===== src/verilog/vie_defs.svh =====
`ifndef VIE_DEFS_SVH
`define VIE_DEFS_SVH

`define VIE_CODE_W               5
`define VIE_CODE_NONE            5'h00
`define VIE_CODE_CALL_ROOT       5'h01
`define VIE_CODE_CLR_BAD_ADDR    5'h02
`define VIE_CODE_CLR_ENTER_PTR   5'h03
`define VIE_CODE_LAUNCH_NCLEAR   5'h04
`define VIE_CODE_RESUME_NLAUNCH  5'h05
`define VIE_CODE_RESUME_REENTER  5'h06
`define VIE_CODE_ENTRY_CTRL      5'h07
`define VIE_CODE_ENTRY_HOST      5'h08
`define VIE_CODE_PLD_BAD_ADDR    5'h09
`define VIE_CODE_PLD_ENTER_PTR   5'h0A
`define VIE_CODE_PLD_REVISION    5'h0B
`define VIE_CODE_FIELD_UNSUP     5'h0C
`define VIE_CODE_FIELD_RDONLY    5'h0D
`define VIE_CODE_ENTER_ROOT      5'h0F
`define VIE_CODE_EXEC_PTR        5'h10
`define VIE_CODE_EXEC_NLAUNCH    5'h11
`define VIE_CODE_EXEC_NOT_ENTER  5'h12
`define VIE_CODE_CALL_NCLEAR     5'h13
`define VIE_CODE_CALL_EXIT_CTRL  5'h14
`define VIE_CODE_CALL_SEG_REV    5'h16
`define VIE_CODE_EXIT_DUAL       5'h17
`define VIE_CODE_CALL_FEATURES   5'h18
`define VIE_CODE_MGMT_EXEC_CTRL  5'h19
`define VIE_CODE_ENTRY_SS_BLOCK  5'h1A
`define VIE_CODE_INVALIDATE_OP   5'h1C

`endif


===== src/verilog/vie_pkg.sv =====
`include "vie_defs.svh"

package vie_pkg;

  typedef logic [`VIE_CODE_W-1:0] vie_code_t;

  typedef enum logic [10:0] {
    VIE_OP_CALL   = 11'h001,
    VIE_OP_CLEAR  = 11'h002,
    VIE_OP_LAUNCH = 11'h004,
    VIE_OP_RESUME = 11'h008,
    VIE_OP_PLOAD  = 11'h010,
    VIE_OP_FREAD  = 11'h020,
    VIE_OP_FWRITE = 11'h040,
    VIE_OP_EXIT   = 11'h080,
    VIE_OP_ENTER  = 11'h100,
    VIE_OP_INVTR  = 11'h200,
    VIE_OP_INVTAG = 11'h400
  } vie_op_e;

  typedef struct packed {
    logic in_root;
    logic bad_addr;
    logic is_enter_ptr;
    logic rev_mismatch;
    logic not_clear;
    logic not_launched;
    logic reentered;
    logic ctrl_bad;
    logic host_bad;
    logic field_unsup;
    logic field_rdonly;
    logic exec_ptr_bad;
    logic exec_not_launched;
    logic exec_not_enter;
    logic dual_activate;
    logic dual_active;
    logic mgmt_return;
    logic ss_blocked;
    logic exit_ctrl_bad;
    logic seg_rev_bad;
    logic features_bad;
    logic inv_operand_bad;
  } vie_cond_s;

  typedef struct packed {
    logic      carry_flag;
    logic      zero_flag;
    logic      code_wr;
    vie_code_t code;
  } vie_result_s;

endpackage


===== src/verilog/vie_encoder.sv =====
`timescale 1ns/1ps
`include "vie_defs.svh"

module vie_encoder (
  // Clock and reset
  input  wire logic                ref_clk,
  input  wire logic                arst_n,
  input  wire logic                clk_en,
  // Failure report from execution and entry checks
  input  wire logic                fail_valid,
  input  wire vie_pkg::vie_op_e    fail_op,
  input  wire vie_pkg::vie_cond_s  fail_cond,
  input  wire logic                working_ptr_valid,
  // Result toward flags and the guest control structure
  output vie_pkg::vie_result_s     result,
  output logic                     result_valid,
  output vie_pkg::vie_code_t       instr_error_field
);
  import vie_pkg::*;

  function automatic vie_code_t entry_code(input vie_cond_s c);
    // Fixed priority; any applicable cause is acceptable to software
    if (c.ss_blocked)
      return `VIE_CODE_ENTRY_SS_BLOCK;
    else if (c.exec_ptr_bad)
      return `VIE_CODE_EXEC_PTR;
    else if (c.exec_not_launched)
      return `VIE_CODE_EXEC_NLAUNCH;
    else if (c.exec_not_enter)
      return `VIE_CODE_EXEC_NOT_ENTER;
    else if (c.ctrl_bad && c.mgmt_return)
      return `VIE_CODE_MGMT_EXEC_CTRL;
    else if (c.ctrl_bad)
      return `VIE_CODE_ENTRY_CTRL;
    else if (c.host_bad)
      return `VIE_CODE_ENTRY_HOST;
    else
      return `VIE_CODE_NONE;
  endfunction

  function automatic vie_code_t encode(input vie_op_e op, input vie_cond_s c);
    vie_code_t r;
    r = `VIE_CODE_NONE;
    case (op)
      VIE_OP_CALL: begin
        if (c.dual_activate && c.not_clear)
          r = `VIE_CODE_CALL_NCLEAR;
        else if (c.dual_activate && c.seg_rev_bad)
          r = `VIE_CODE_CALL_SEG_REV;
        else if (c.dual_activate && c.features_bad)
          r = `VIE_CODE_CALL_FEATURES;
        else if (c.exit_ctrl_bad)
          r = `VIE_CODE_CALL_EXIT_CTRL;
        else if (c.in_root)
          r = `VIE_CODE_CALL_ROOT;
      end
      VIE_OP_CLEAR: begin
        if (c.bad_addr)
          r = `VIE_CODE_CLR_BAD_ADDR;
        else if (c.is_enter_ptr)
          r = `VIE_CODE_CLR_ENTER_PTR;
      end
      VIE_OP_LAUNCH: begin
        if (c.not_clear)
          r = `VIE_CODE_LAUNCH_NCLEAR;
        else
          r = entry_code(c);
      end
      VIE_OP_RESUME: begin
        if (c.reentered)
          r = `VIE_CODE_RESUME_REENTER;
        else if (c.not_launched)
          r = `VIE_CODE_RESUME_NLAUNCH;
        else
          r = entry_code(c);
      end
      VIE_OP_PLOAD: begin
        if (c.bad_addr)
          r = `VIE_CODE_PLD_BAD_ADDR;
        else if (c.is_enter_ptr)
          r = `VIE_CODE_PLD_ENTER_PTR;
        else if (c.rev_mismatch)
          r = `VIE_CODE_PLD_REVISION;
      end
      VIE_OP_FREAD: begin
        if (c.field_unsup)
          r = `VIE_CODE_FIELD_UNSUP;
      end
      VIE_OP_FWRITE: begin
        if (c.field_unsup)
          r = `VIE_CODE_FIELD_UNSUP;
        else if (c.field_rdonly)
          r = `VIE_CODE_FIELD_RDONLY;
      end
      VIE_OP_EXIT: begin
        if (c.dual_active)
          r = `VIE_CODE_EXIT_DUAL;
      end
      VIE_OP_ENTER: begin
        if (c.in_root)
          r = `VIE_CODE_ENTER_ROOT;
      end
      VIE_OP_INVTR, VIE_OP_INVTAG: begin
        if (c.inv_operand_bad)
          r = `VIE_CODE_INVALIDATE_OP;
      end
      default: r = `VIE_CODE_NONE;
    endcase
    return r;
  endfunction

  // Decode
  wire vie_code_t code_sel;
  wire logic      code_hit;
  wire logic      take;
  wire logic      ptr_fail;
  wire logic      code_fail;

  assign code_sel  = encode(fail_op, fail_cond);
  // Report with a valid working pointer and no matching cause is dropped, never coded as 0
  assign code_hit  = (code_sel != `VIE_CODE_NONE);
  assign take      = clk_en && fail_valid;
  assign ptr_fail  = take && !working_ptr_valid;
  assign code_fail = take && working_ptr_valid && code_hit;

  vie_result_s result_r;
  vie_result_s result_nxt;
  logic        valid_r;
  vie_code_t   field_r;

  always_comb begin
    result_nxt = '0;
    if (ptr_fail) begin
      result_nxt.carry_flag = 1'b1;
    end else if (code_fail) begin
      result_nxt.zero_flag = 1'b1;
      result_nxt.code_wr   = 1'b1;
      result_nxt.code      = code_sel;
    end
  end

  always_ff @(posedge ref_clk or negedge arst_n) begin
    if (!arst_n) begin
      result_r <= '0;
      valid_r  <= 1'b0;
      field_r  <= `VIE_CODE_NONE;
    end else if (clk_en) begin
      result_r <= result_nxt;
      valid_r  <= ptr_fail || code_fail;
      if (code_fail)
        field_r <= code_sel;
    end
  end

  assign result            = result_r;
  assign result_valid      = valid_r;
  assign instr_error_field = field_r;

  // Entry check gates, read only by the checks below
  wire logic entry_gate;
  wire logic entry_early;
  wire logic entry_late;

  assign entry_gate  = ((fail_op == VIE_OP_LAUNCH) && !fail_cond.not_clear)
                    || ((fail_op == VIE_OP_RESUME) && !fail_cond.reentered && !fail_cond.not_launched);
  assign entry_early = fail_cond.ss_blocked || fail_cond.exec_ptr_bad
                    || fail_cond.exec_not_launched || fail_cond.exec_not_enter;
  assign entry_late  = code_fail && entry_gate && !entry_early;

  // Checks
  flags_exclusive_a: assert property (@(posedge ref_clk) disable iff (!arst_n)
    !(result.carry_flag && result.zero_flag))
    else $error("carry and zero both set");
  carry_no_write_a: assert property (@(posedge ref_clk) disable iff (!arst_n)
    clk_en && fail_valid && !working_ptr_valid |=> result.carry_flag && !result.code_wr
      && $stable(instr_error_field)) else $error("invalid pointer wrote a code");
  zero_writes_a: assert property (@(posedge ref_clk) disable iff (!arst_n)
    clk_en && code_fail |=> result.zero_flag && result.code_wr
      && instr_error_field == $past(code_sel)) else $error("code not stored");
  dropped_a: assert property (@(posedge ref_clk) disable iff (!arst_n)
    take && working_ptr_valid && !code_hit |=> !result_valid && $stable(instr_error_field))
    else $error("report without cause was not dropped");
  no_unassigned_a: assert property (@(posedge ref_clk) disable iff (!arst_n)
    result.code_wr |-> !(result.code inside {5'h00, 5'h0E, 5'h15, 5'h1B}) && result.code <= 5'h1C)
    else $error("unassigned code produced");

  // A stall may hold a result for many cycles, so only enabled cycles with no coded or pointer failure must clear it
  pulse_once_a: assert property (@(posedge ref_clk) disable iff (!arst_n)
    clk_en && !fail_valid |=> !result_valid)
    else $error("result without report");
  hold_on_stall_a: assert property (@(posedge ref_clk) disable iff (!arst_n)
    !clk_en |=> $stable(result) && $stable(result_valid) && $stable(instr_error_field))
    else $error("state moved while clock enable low");

  call_root_a: assert property (@(posedge ref_clk) disable iff (!arst_n)
    code_fail && fail_op == VIE_OP_CALL && fail_cond.in_root && !fail_cond.dual_activate
      && !fail_cond.exit_ctrl_bad |=> result.code == `VIE_CODE_CALL_ROOT)
    else $error("call in root not code 1");
  call_nclear_a: assert property (@(posedge ref_clk) disable iff (!arst_n)
    code_fail && fail_op == VIE_OP_CALL && fail_cond.dual_activate && fail_cond.not_clear
      |=> result.code == `VIE_CODE_CALL_NCLEAR)
    else $error("dual activation non-clear not code 19");
  call_segrev_a: assert property (@(posedge ref_clk) disable iff (!arst_n)
    code_fail && fail_op == VIE_OP_CALL && fail_cond.dual_activate && !fail_cond.not_clear
      && fail_cond.seg_rev_bad |=> result.code == `VIE_CODE_CALL_SEG_REV)
    else $error("segment revision not code 22");
  call_feat_a: assert property (@(posedge ref_clk) disable iff (!arst_n)
    code_fail && fail_op == VIE_OP_CALL && fail_cond.dual_activate && !fail_cond.not_clear
      && !fail_cond.seg_rev_bad && fail_cond.features_bad |=> result.code == `VIE_CODE_CALL_FEATURES)
    else $error("monitor features not code 24");
  call_exit_ctrl_a: assert property (@(posedge ref_clk) disable iff (!arst_n)
    code_fail && fail_op == VIE_OP_CALL && !fail_cond.dual_activate && fail_cond.exit_ctrl_bad
      |=> result.code == `VIE_CODE_CALL_EXIT_CTRL)
    else $error("exit control fields not code 20");

  clear_addr_a: assert property (@(posedge ref_clk) disable iff (!arst_n)
    code_fail && fail_op == VIE_OP_CLEAR && fail_cond.bad_addr |=> result.code == `VIE_CODE_CLR_BAD_ADDR)
    else $error("clear bad address not code 2");
  clear_enter_a: assert property (@(posedge ref_clk) disable iff (!arst_n)
    code_fail && fail_op == VIE_OP_CLEAR && !fail_cond.bad_addr && fail_cond.is_enter_ptr
      |=> result.code == `VIE_CODE_CLR_ENTER_PTR)
    else $error("clear enter pointer not code 3");

  launch_nclear_a: assert property (@(posedge ref_clk) disable iff (!arst_n)
    clk_en && code_fail && fail_op == VIE_OP_LAUNCH && fail_cond.not_clear |=> result.code == 5'h04)
    else $error("launch non-clear not code 4");
  resume_nlaunch_a: assert property (@(posedge ref_clk) disable iff (!arst_n)
    code_fail && fail_op == VIE_OP_RESUME && !fail_cond.reentered && fail_cond.not_launched
      |=> result.code == `VIE_CODE_RESUME_NLAUNCH)
    else $error("resume non-launched not code 5");
  resume_reenter_a: assert property (@(posedge ref_clk) disable iff (!arst_n)
    code_fail && fail_op == VIE_OP_RESUME && fail_cond.reentered |=> result.code == `VIE_CODE_RESUME_REENTER)
    else $error("resume after re-enter not code 6");

  ss_block_a: assert property (@(posedge ref_clk) disable iff (!arst_n)
    code_fail && entry_gate && fail_cond.ss_blocked |=> result.code == `VIE_CODE_ENTRY_SS_BLOCK)
    else $error("blocked entry not code 26");
  exec_ptr_a: assert property (@(posedge ref_clk) disable iff (!arst_n)
    code_fail && entry_gate && !fail_cond.ss_blocked && fail_cond.exec_ptr_bad
      |=> result.code == `VIE_CODE_EXEC_PTR)
    else $error("executive pointer not code 16");
  exec_launch_a: assert property (@(posedge ref_clk) disable iff (!arst_n)
    code_fail && entry_gate && !fail_cond.ss_blocked && !fail_cond.exec_ptr_bad
      && fail_cond.exec_not_launched |=> result.code == `VIE_CODE_EXEC_NLAUNCH)
    else $error("unlaunched executive not code 17");
  exec_enter_a: assert property (@(posedge ref_clk) disable iff (!arst_n)
    code_fail && entry_gate && !fail_cond.ss_blocked && !fail_cond.exec_ptr_bad
      && !fail_cond.exec_not_launched && fail_cond.exec_not_enter |=> result.code == `VIE_CODE_EXEC_NOT_ENTER)
    else $error("executive pointer mismatch not code 18");
  mgmt_ctrl_a: assert property (@(posedge ref_clk) disable iff (!arst_n)
    entry_late && fail_cond.ctrl_bad && fail_cond.mgmt_return |=> result.code == `VIE_CODE_MGMT_EXEC_CTRL)
    else $error("management return entry not code 25");
  entry_ctrl_a: assert property (@(posedge ref_clk) disable iff (!arst_n)
    entry_late && fail_cond.ctrl_bad && !fail_cond.mgmt_return |=> result.code == `VIE_CODE_ENTRY_CTRL)
    else $error("entry control fields not code 7");
  entry_host_a: assert property (@(posedge ref_clk) disable iff (!arst_n)
    entry_late && !fail_cond.ctrl_bad && fail_cond.host_bad |=> result.code == `VIE_CODE_ENTRY_HOST)
    else $error("entry host fields not code 8");
  entry_any_a: assert property (@(posedge ref_clk) disable iff (!arst_n)
    code_fail && entry_gate |=> result.code inside {`VIE_CODE_ENTRY_CTRL, `VIE_CODE_ENTRY_HOST,
      `VIE_CODE_EXEC_PTR, `VIE_CODE_EXEC_NLAUNCH, `VIE_CODE_EXEC_NOT_ENTER, `VIE_CODE_MGMT_EXEC_CTRL,
      `VIE_CODE_ENTRY_SS_BLOCK}) else $error("entry failure gave a non-entry code");

  pload_addr_a: assert property (@(posedge ref_clk) disable iff (!arst_n)
    code_fail && fail_op == VIE_OP_PLOAD && fail_cond.bad_addr |=> result.code == `VIE_CODE_PLD_BAD_ADDR)
    else $error("pointer load bad address not code 9");
  pload_enter_a: assert property (@(posedge ref_clk) disable iff (!arst_n)
    code_fail && fail_op == VIE_OP_PLOAD && !fail_cond.bad_addr && fail_cond.is_enter_ptr
      |=> result.code == `VIE_CODE_PLD_ENTER_PTR)
    else $error("pointer load enter pointer not code 10");
  pload_rev_a: assert property (@(posedge ref_clk) disable iff (!arst_n)
    code_fail && fail_op == VIE_OP_PLOAD && !fail_cond.bad_addr && !fail_cond.is_enter_ptr
      && fail_cond.rev_mismatch |=> result.code == `VIE_CODE_PLD_REVISION)
    else $error("pointer load revision not code 11");

  field_unsup_a: assert property (@(posedge ref_clk) disable iff (!arst_n)
    code_fail && (fail_op == VIE_OP_FREAD || fail_op == VIE_OP_FWRITE) && fail_cond.field_unsup
      |=> result.code == `VIE_CODE_FIELD_UNSUP)
    else $error("unsupported field not code 12");
  field_rdonly_a: assert property (@(posedge ref_clk) disable iff (!arst_n)
    code_fail && fail_op == VIE_OP_FWRITE && !fail_cond.field_unsup && fail_cond.field_rdonly
      |=> result.code == `VIE_CODE_FIELD_RDONLY)
    else $error("read-only field write not code 13");

  enter_root_a: assert property (@(posedge ref_clk) disable iff (!arst_n)
    clk_en && code_fail && fail_op == VIE_OP_ENTER |=> result.code == 5'h0F)
    else $error("enter in root not code 15");
  exit_dual_a: assert property (@(posedge ref_clk) disable iff (!arst_n)
    clk_en && code_fail && fail_op == VIE_OP_EXIT |=> result.code == 5'h17)
    else $error("exit under dual monitor not code 23");
  invalidate_op_a: assert property (@(posedge ref_clk) disable iff (!arst_n)
    clk_en && code_fail && (fail_op == VIE_OP_INVTR || fail_op == VIE_OP_INVTAG) |=> result.code == 5'h1C)
    else $error("invalidate operand not code 28");

endmodule


===== config.mk =====
export PLATFORM = sky130hd
export DESIGN_NAME = vie_encoder
export DESIGN_NICKNAME = d
export VERILOG_FILES = /design/src/verilog/vie_pkg.sv /design/src/verilog/vie_encoder.sv
export VERILOG_INCLUDE_DIRS = /design/src /design/src/verilog
export SDC_FILE = /design/constraint.sdc
export NUM_CORES = 1
export LEC_CHECK = 0
export BUFFER_PORTS_ARGS = -buffer_cell sky130_fd_sc_hd__buf_2
export CORE_ASPECT_RATIO = 1.4
export CORE_MARGIN = 10
export CORE_UTILIZATION = 48
export DETAILED_ROUTE_END_ITERATION = 10
export HOLD_SLACK_MARGIN = 0.1
export PLACE_DENSITY_LB_ADDON = 0.25
export SLEW_MARGIN = 20
export SYNTH_ARGS = -nofsm -noshare
export SYNTH_HDL_FRONTEND = slang
export SYNTH_SLANG_ARGS = --single-unit

===== constraint.sdc =====
create_clock -name ref_clk -period 1 [get_ports ref_clk]
set_clock_uncertainty 0.05 [all_clocks]
set_input_delay 0.2 -clock ref_clk [delete_from_list [all_inputs] [get_ports ref_clk]]
set_output_delay 0.2 -clock ref_clk [all_outputs]
set_load 0.01 [all_outputs]

# [Yosys cells after proc, flatten, opt, wreduce, memory -nomap -nowiden]
# Index checks and enable logic that the tools add are counted.
[word_totals] ff_bits=14 input_bits=38 out_inout_bits=14
[classes] n_eq_ne=11 n_mux=30 n_reduce_logical=13
[op_table] op="two-way mux 5 bit" count=14
[op_table] op="one-hot mux 5 bit (10 select lines)" count=1
[op_table] op="two-way mux 4 bit" count=9
[op_table] op="two-way mux 7 bit" count=2
[op_table] op="equality test 11 x 1 -> 1 bit, second input constant" count=1
[op_table] op="equality test 11 x 10 -> 1 bit, second input constant" count=1
[op_table] op="equality test 11 bit, second input constant" count=1
[op_table] op="equality test 11 x 2 -> 1 bit, second input constant" count=1
[op_table] op="equality test 11 x 3 -> 1 bit, second input constant" count=1
[op_table] op="equality test 11 x 4 -> 1 bit, second input constant" count=1
[op_table] op="equality test 11 x 5 -> 1 bit, second input constant" count=1
[op_table] op="equality test 11 x 6 -> 1 bit, second input constant" count=1
[op_table] op="equality test 11 x 7 -> 1 bit, second input constant" count=1
[op_table] op="equality test 11 x 8 -> 1 bit, second input constant" count=1
[op_table] op="equality test 11 x 9 -> 1 bit, second input constant" count=1
[op_table] op="logical AND 1 bit" count=8
[op_table] op="nonzero test 5 bit" count=1
[op_table] op="two-way mux 2 bit" count=2
[op_table] op="two-way mux 1 bit" count=2
[op_table] op="AND reduction 2 bit" count=1
[op_table] op="OR reduction 2 bit" count=1
[op_table] op="logical NOT 1 bit" count=1
[op_table] op="logical OR 1 bit" count=1

# [Longest topological paths before layout]
[depth] ltp_word=14 mapped_depth=8 ltp_nobuf=7

# [Least setup slack after synthesis]
# No wires, ideal clock.
[synth_path] path_kind="in2reg" startpoint="in fail_op[7]" endpoint="reg field_r[4], in the netlist instr_error_field[4]" setup_ns=0.121 t_arrival_ns=1.800 required_ns=0.829 slack_ns=-0.971 stages=7 path_buffers=1 cell_sequence="buf_2 -> nor4_4 -> nand2_2 -> o311ai_2 -> nor3_4 -> a31o_4 -> a22o_1"
[synth_between] elab_chain_cells=6 word_cells_on_any_way=16
[synth_lines] element="from (decl)" line="vie_encoder.sv:11" rtl="input wire vie_pkg::vie_op_e fail_op,"
[synth_lines] element="equality test 11 x 10 -> 1 bit or equality test 11 bit (tied branches)" line="vie_encoder.sv:44" rtl="case (op)"
[synth_lines] element="OR reduction 2 bit" line="vie_encoder.sv:44"
[synth_lines] element="one-hot mux 5 bit (10 select lines) *" line="vie_encoder.sv:44"
[synth_lines] element="nonzero test 5 bit (no line)"
[synth_lines] element="logical AND 1 bit" line="vie_encoder.sv:124" rtl="assign code_fail = take && working_ptr_valid && code_hit;"
[synth_lines] element="AND reduction 2 bit (no line)"
[synth_lines] element="to (signal assigned)" line="vie_encoder.sv:146" rtl="field_r <= `VIE_CODE_NONE;"
[synth_lines] element="to (signal assigned)" line="vie_encoder.sv:151" rtl="field_r <= code_sel;"
[synth_lines] element="to (decl)" line="vie_encoder.sv:129" rtl="vie_code_t field_r;"
# Mark *: on every way between the ends. The rest lies on a longest branch, timed or not.
# A chain may end at the register's enable or synchronous reset.

# [Final worst setup path]
[layout_path] startpoint="in fail_op[9]" endpoint="reg field_r[2], in the netlist instr_error_field[2]"
# Same word-level chain as after synthesis.

==> implementation parameters <==
Parameter                              Value

Placement
  Port buffer count    51
  Post-place instance area    1970 um2
  Placed insts    292
  Half-perimeter wire length after placement    3990 um
  Placer Congestion    0.897
  Post-placement setup slack    -1240 ps

Yosys
  Number of warnings issued by yosys    0
  Fraction of the mapped netlist area in compound gates    0.275
  Share of the synthesized netlist area taken by xor and xnor gates    0.00690
  Area of the mapped netlist    1270 um2
  Ys async rst share    1.00
  Mux contribution to synthesized area    0.0167
  Portion of synthesized cell area occupied by the leading cell type    0.256
  Count of cell types in the netlist    56
  Dominant combinational cell family by area after synthesis    simple AND/OR/NAND/NOR gates
  Sequential area share after synthesis    0.256
  Cell taking the most area after synthesis    sky130_fd_sc_hd__dfrtp_1
  Flip-flop and latch count after synthesis    13
  Arithmetic-cell share of the synthesized area counting full adders, half adders and majority gates    0
  Simple-gate area share of the yosys netlist    0.382
  Commonest register cell after synthesis    sky130_fd_sc_hd__dfrtp_1
  Post-Synthesis Mean Instance Area    8.04 um2
  Cells after Synth    158
  Post-Synthesis Net Count    196
  Number of synthesized flops with an enable pin    0
  Cell types occupying the most area after synthesis    sky130_fd_sc_hd__dfrtp_1 (26%), sky130_fd_sc_hd__inv_1 (4.7%), sky130_fd_sc_hd__nor2_1 (4.4%)

CTS
  Clock tree sinks    13
  Clock tree root driver cell    sky130_fd_sc_hd__clkbuf_4
  CTS HTree Levels    1
  Clock buffers created by TritonCTS    3
  Clock latency reported for the late side of the worst-skew pair    290 ps
  Clock Tree Buf Depth    2
  Clock transition time at the flip-flop clock pins of the worst setup and hold paths    90 ps
  CTS tree    done

Finish
  Number of fill cells in the layout    59
  Final #Nets    317
  Antenna diode count    0
  Commonest cells after routing, fill and taps aside    sky130_fd_sc_hd__buf_4 (61), sky130_fd_sc_hd__buf_2 (37), sky130_fd_sc_hd__buf_6 (17)
  Final cell area excluding filler cells    2480 um2
  Leading cell type in the layout, fill and taps excluded    sky130_fd_sc_hd__buf_4
  Final cell count without fillers    314
  Share of final-layout standard cells stronger than drive strength 1    0.622
  Growth of design area from synthesis to finish    95.0%

Route
  Drt pass-1 iters    5
  Post-detailed-route DRC marker count    0
  DR WL/cell    28.8 um
  Remaining antenna violation count after routing    0
  Final Routed Wirelength    9040 um
  Detailed-route via count    2232
  Ratio of routed vias to standard cells    7.11
  Number of DRC markers in iteration 0    393

Timing
  Slew @ Worst Pin    495 ps
  Final count of negative-setup-slack endpoints    26
  Max-slew violations    0
  Post-layout minimum cycle time    2080 ps
  Summed negative setup slack over all endpoints    -12450 ps
  RSZ-0062 raised after global routing    yes
  Hold Fails Final Rpt    0
  Maximum clock frequency    0.481 GHz
  Final worst path period share    2.08
  Worst slew margin relative to its limit    0.667
  Setup ws final    -1080 ps

Run
  Count of max-cap constraint violations    0

Global routing
  GRT Util Overall    0.218
  Maximum number of pins on one net before global-route repair    14
  Global-route wire length before repair    9180 um
  Remaining global-route overflow    0
  Number of global-route vias before repair    1943
  Number of antenna violations at the first check in global routing    0

Status
  Status    finished, violations left
  Violated checks    setup timing

Critical path
  Crit Path Max Fanout    4
  Type of the worst setup path    in -> reg
  Arrival @ worst endpoint    2230 ps
  Element type at the critical path end    flip-flop
  Data required time of the critical path    1150 ps
  Nature of the critical path startpoint    input pin

Pwr
  LEAKAGE    1.15 nW
  Post-route total power    1.59 mW
  Maximum vdd ir drop    997 uV
  Areal power density over the cells    641 nW/um2

Die
  Chip Width    63.5 um
  Number of rows created at floorplan    22
  Area of the die    5130 um2
  Area of the core    2590 um2
  Starting utilization of the core area    0.491
  Height of the chip    80.9 um
  Total I/O pin count    52

Worst hold path
  Class of the tightest hold or removal check    in -> reg
-- cell type report --
cell class              instances  area (um2)  share of cell area
clock buffers                   3        22.5             0.00910
clock inverters                 1        5.00             0.00202
inverters                      16        60.1              0.0243
multi-input cells             125        1110               0.450
flip-flops and latches         13         325               0.131
well taps                      36        45.0              0.0182
repair buffers                120         905               0.365
-- worst max-delay path, cell delays in order --
cell	delay [ps]
sky130_fd_sc_hd__buf_8	110
sky130_fd_sc_hd__xor2_2	190
sky130_fd_sc_hd__a221oi_2	350
sky130_fd_sc_hd__o41ai_2	140
sky130_fd_sc_hd__or4_4	540
sky130_fd_sc_hd__nor3_4	240
sky130_fd_sc_hd__a31o_4	230
sky130_fd_sc_hd__mux2i_1	220
-- path summary, 6_finish.rpt --
kind	startpoint	endpoint	slack (ps)	cells past startpoint
max in group asynchronous	arst_n	result_valid	390	2
min	fail_valid	result_valid	160	2
max reg2reg	instr_error_field[2]	instr_error_field[2]	40	4
min reg2reg	result[0]	result[0]	510	2
min in group asynchronous	arst_n	instr_error_field[2]	280	2
max	fail_op[9]	instr_error_field[2]	-1080	8
-- sequential cells by signal, summed over array words and instances, names as in the netlist --
signal and cells:
instr_error_field 5, result_valid 1, result 7
-- cell usage after synthesis (all sizes together), types with 2 or more instances --
| cell | n |
|---|---|
| o41ai | 2 |
| a211oi | 2 |
| nor4 | 8 |
| nor4b | 3 |
| nor3b | 2 |
| o21ai | 12 |
| dfrtp | 13 |
| nor3 | 9 |
| or4b | 3 |
| nand3b | 3 |
| nor2b | 4 |
| buf | 2 |
| nand4 | 6 |
| nand2b | 2 |
| a21oi | 7 |
| o22ai | 3 |
| and3 | 2 |
| a31o | 2 |
| inv | 16 |
| nand3 | 3 |
| a31oi | 2 |
| nor2 | 15 |
| o32a | 2 |
| clkbuf | 2 |
| o32ai | 3 |
| nand2 | 11 |
-- where the power goes --
part | total (mW) | switching (mW) | internal, mW
Clock | 0.338 | 0.189 | 0.149
Sequential | 0.559 | 0.0163 | 0.543
Combinational | 0.690 | 0.371 | 0.319
Total | 1.59 | 0.577 | 1.01
-- cells by family after synthesis --
group,count (synthesis)
and+or+nand+nor,76
AOI/OAI and AO/OA,46
buffers and inverters,20
DFF,13
muxes,2
xor gates and xnor gates,1
-- what timing repair did --
item,in CTS,in global routing
setup buffers,6,12
pin swaps,14,15
setup endpoints to repair,26,26
hold buffers,1,0
hold endpoints to repair,13,0
resized for setup,35,36
-- through the flow --
step	utilization	hold WS, ps
floorplan	-	-146
global placement	0.760	41.7
detailed placement	0.760	47.2
CTS	0.851	130
global route	0.957	156
finish	0.957	157
-- per-layer routing --
metal  vias to the layer above  routed length (um)  track usage
met3                        96                 955       0.0344
met2                       275                4290        0.430
met1                      1016                2990        0.220
li1                        845                   -            -
met5                         -                   0            0
met4                         0                 806       0.0965
No activity file was read; power rests on OpenSTA's default activity.
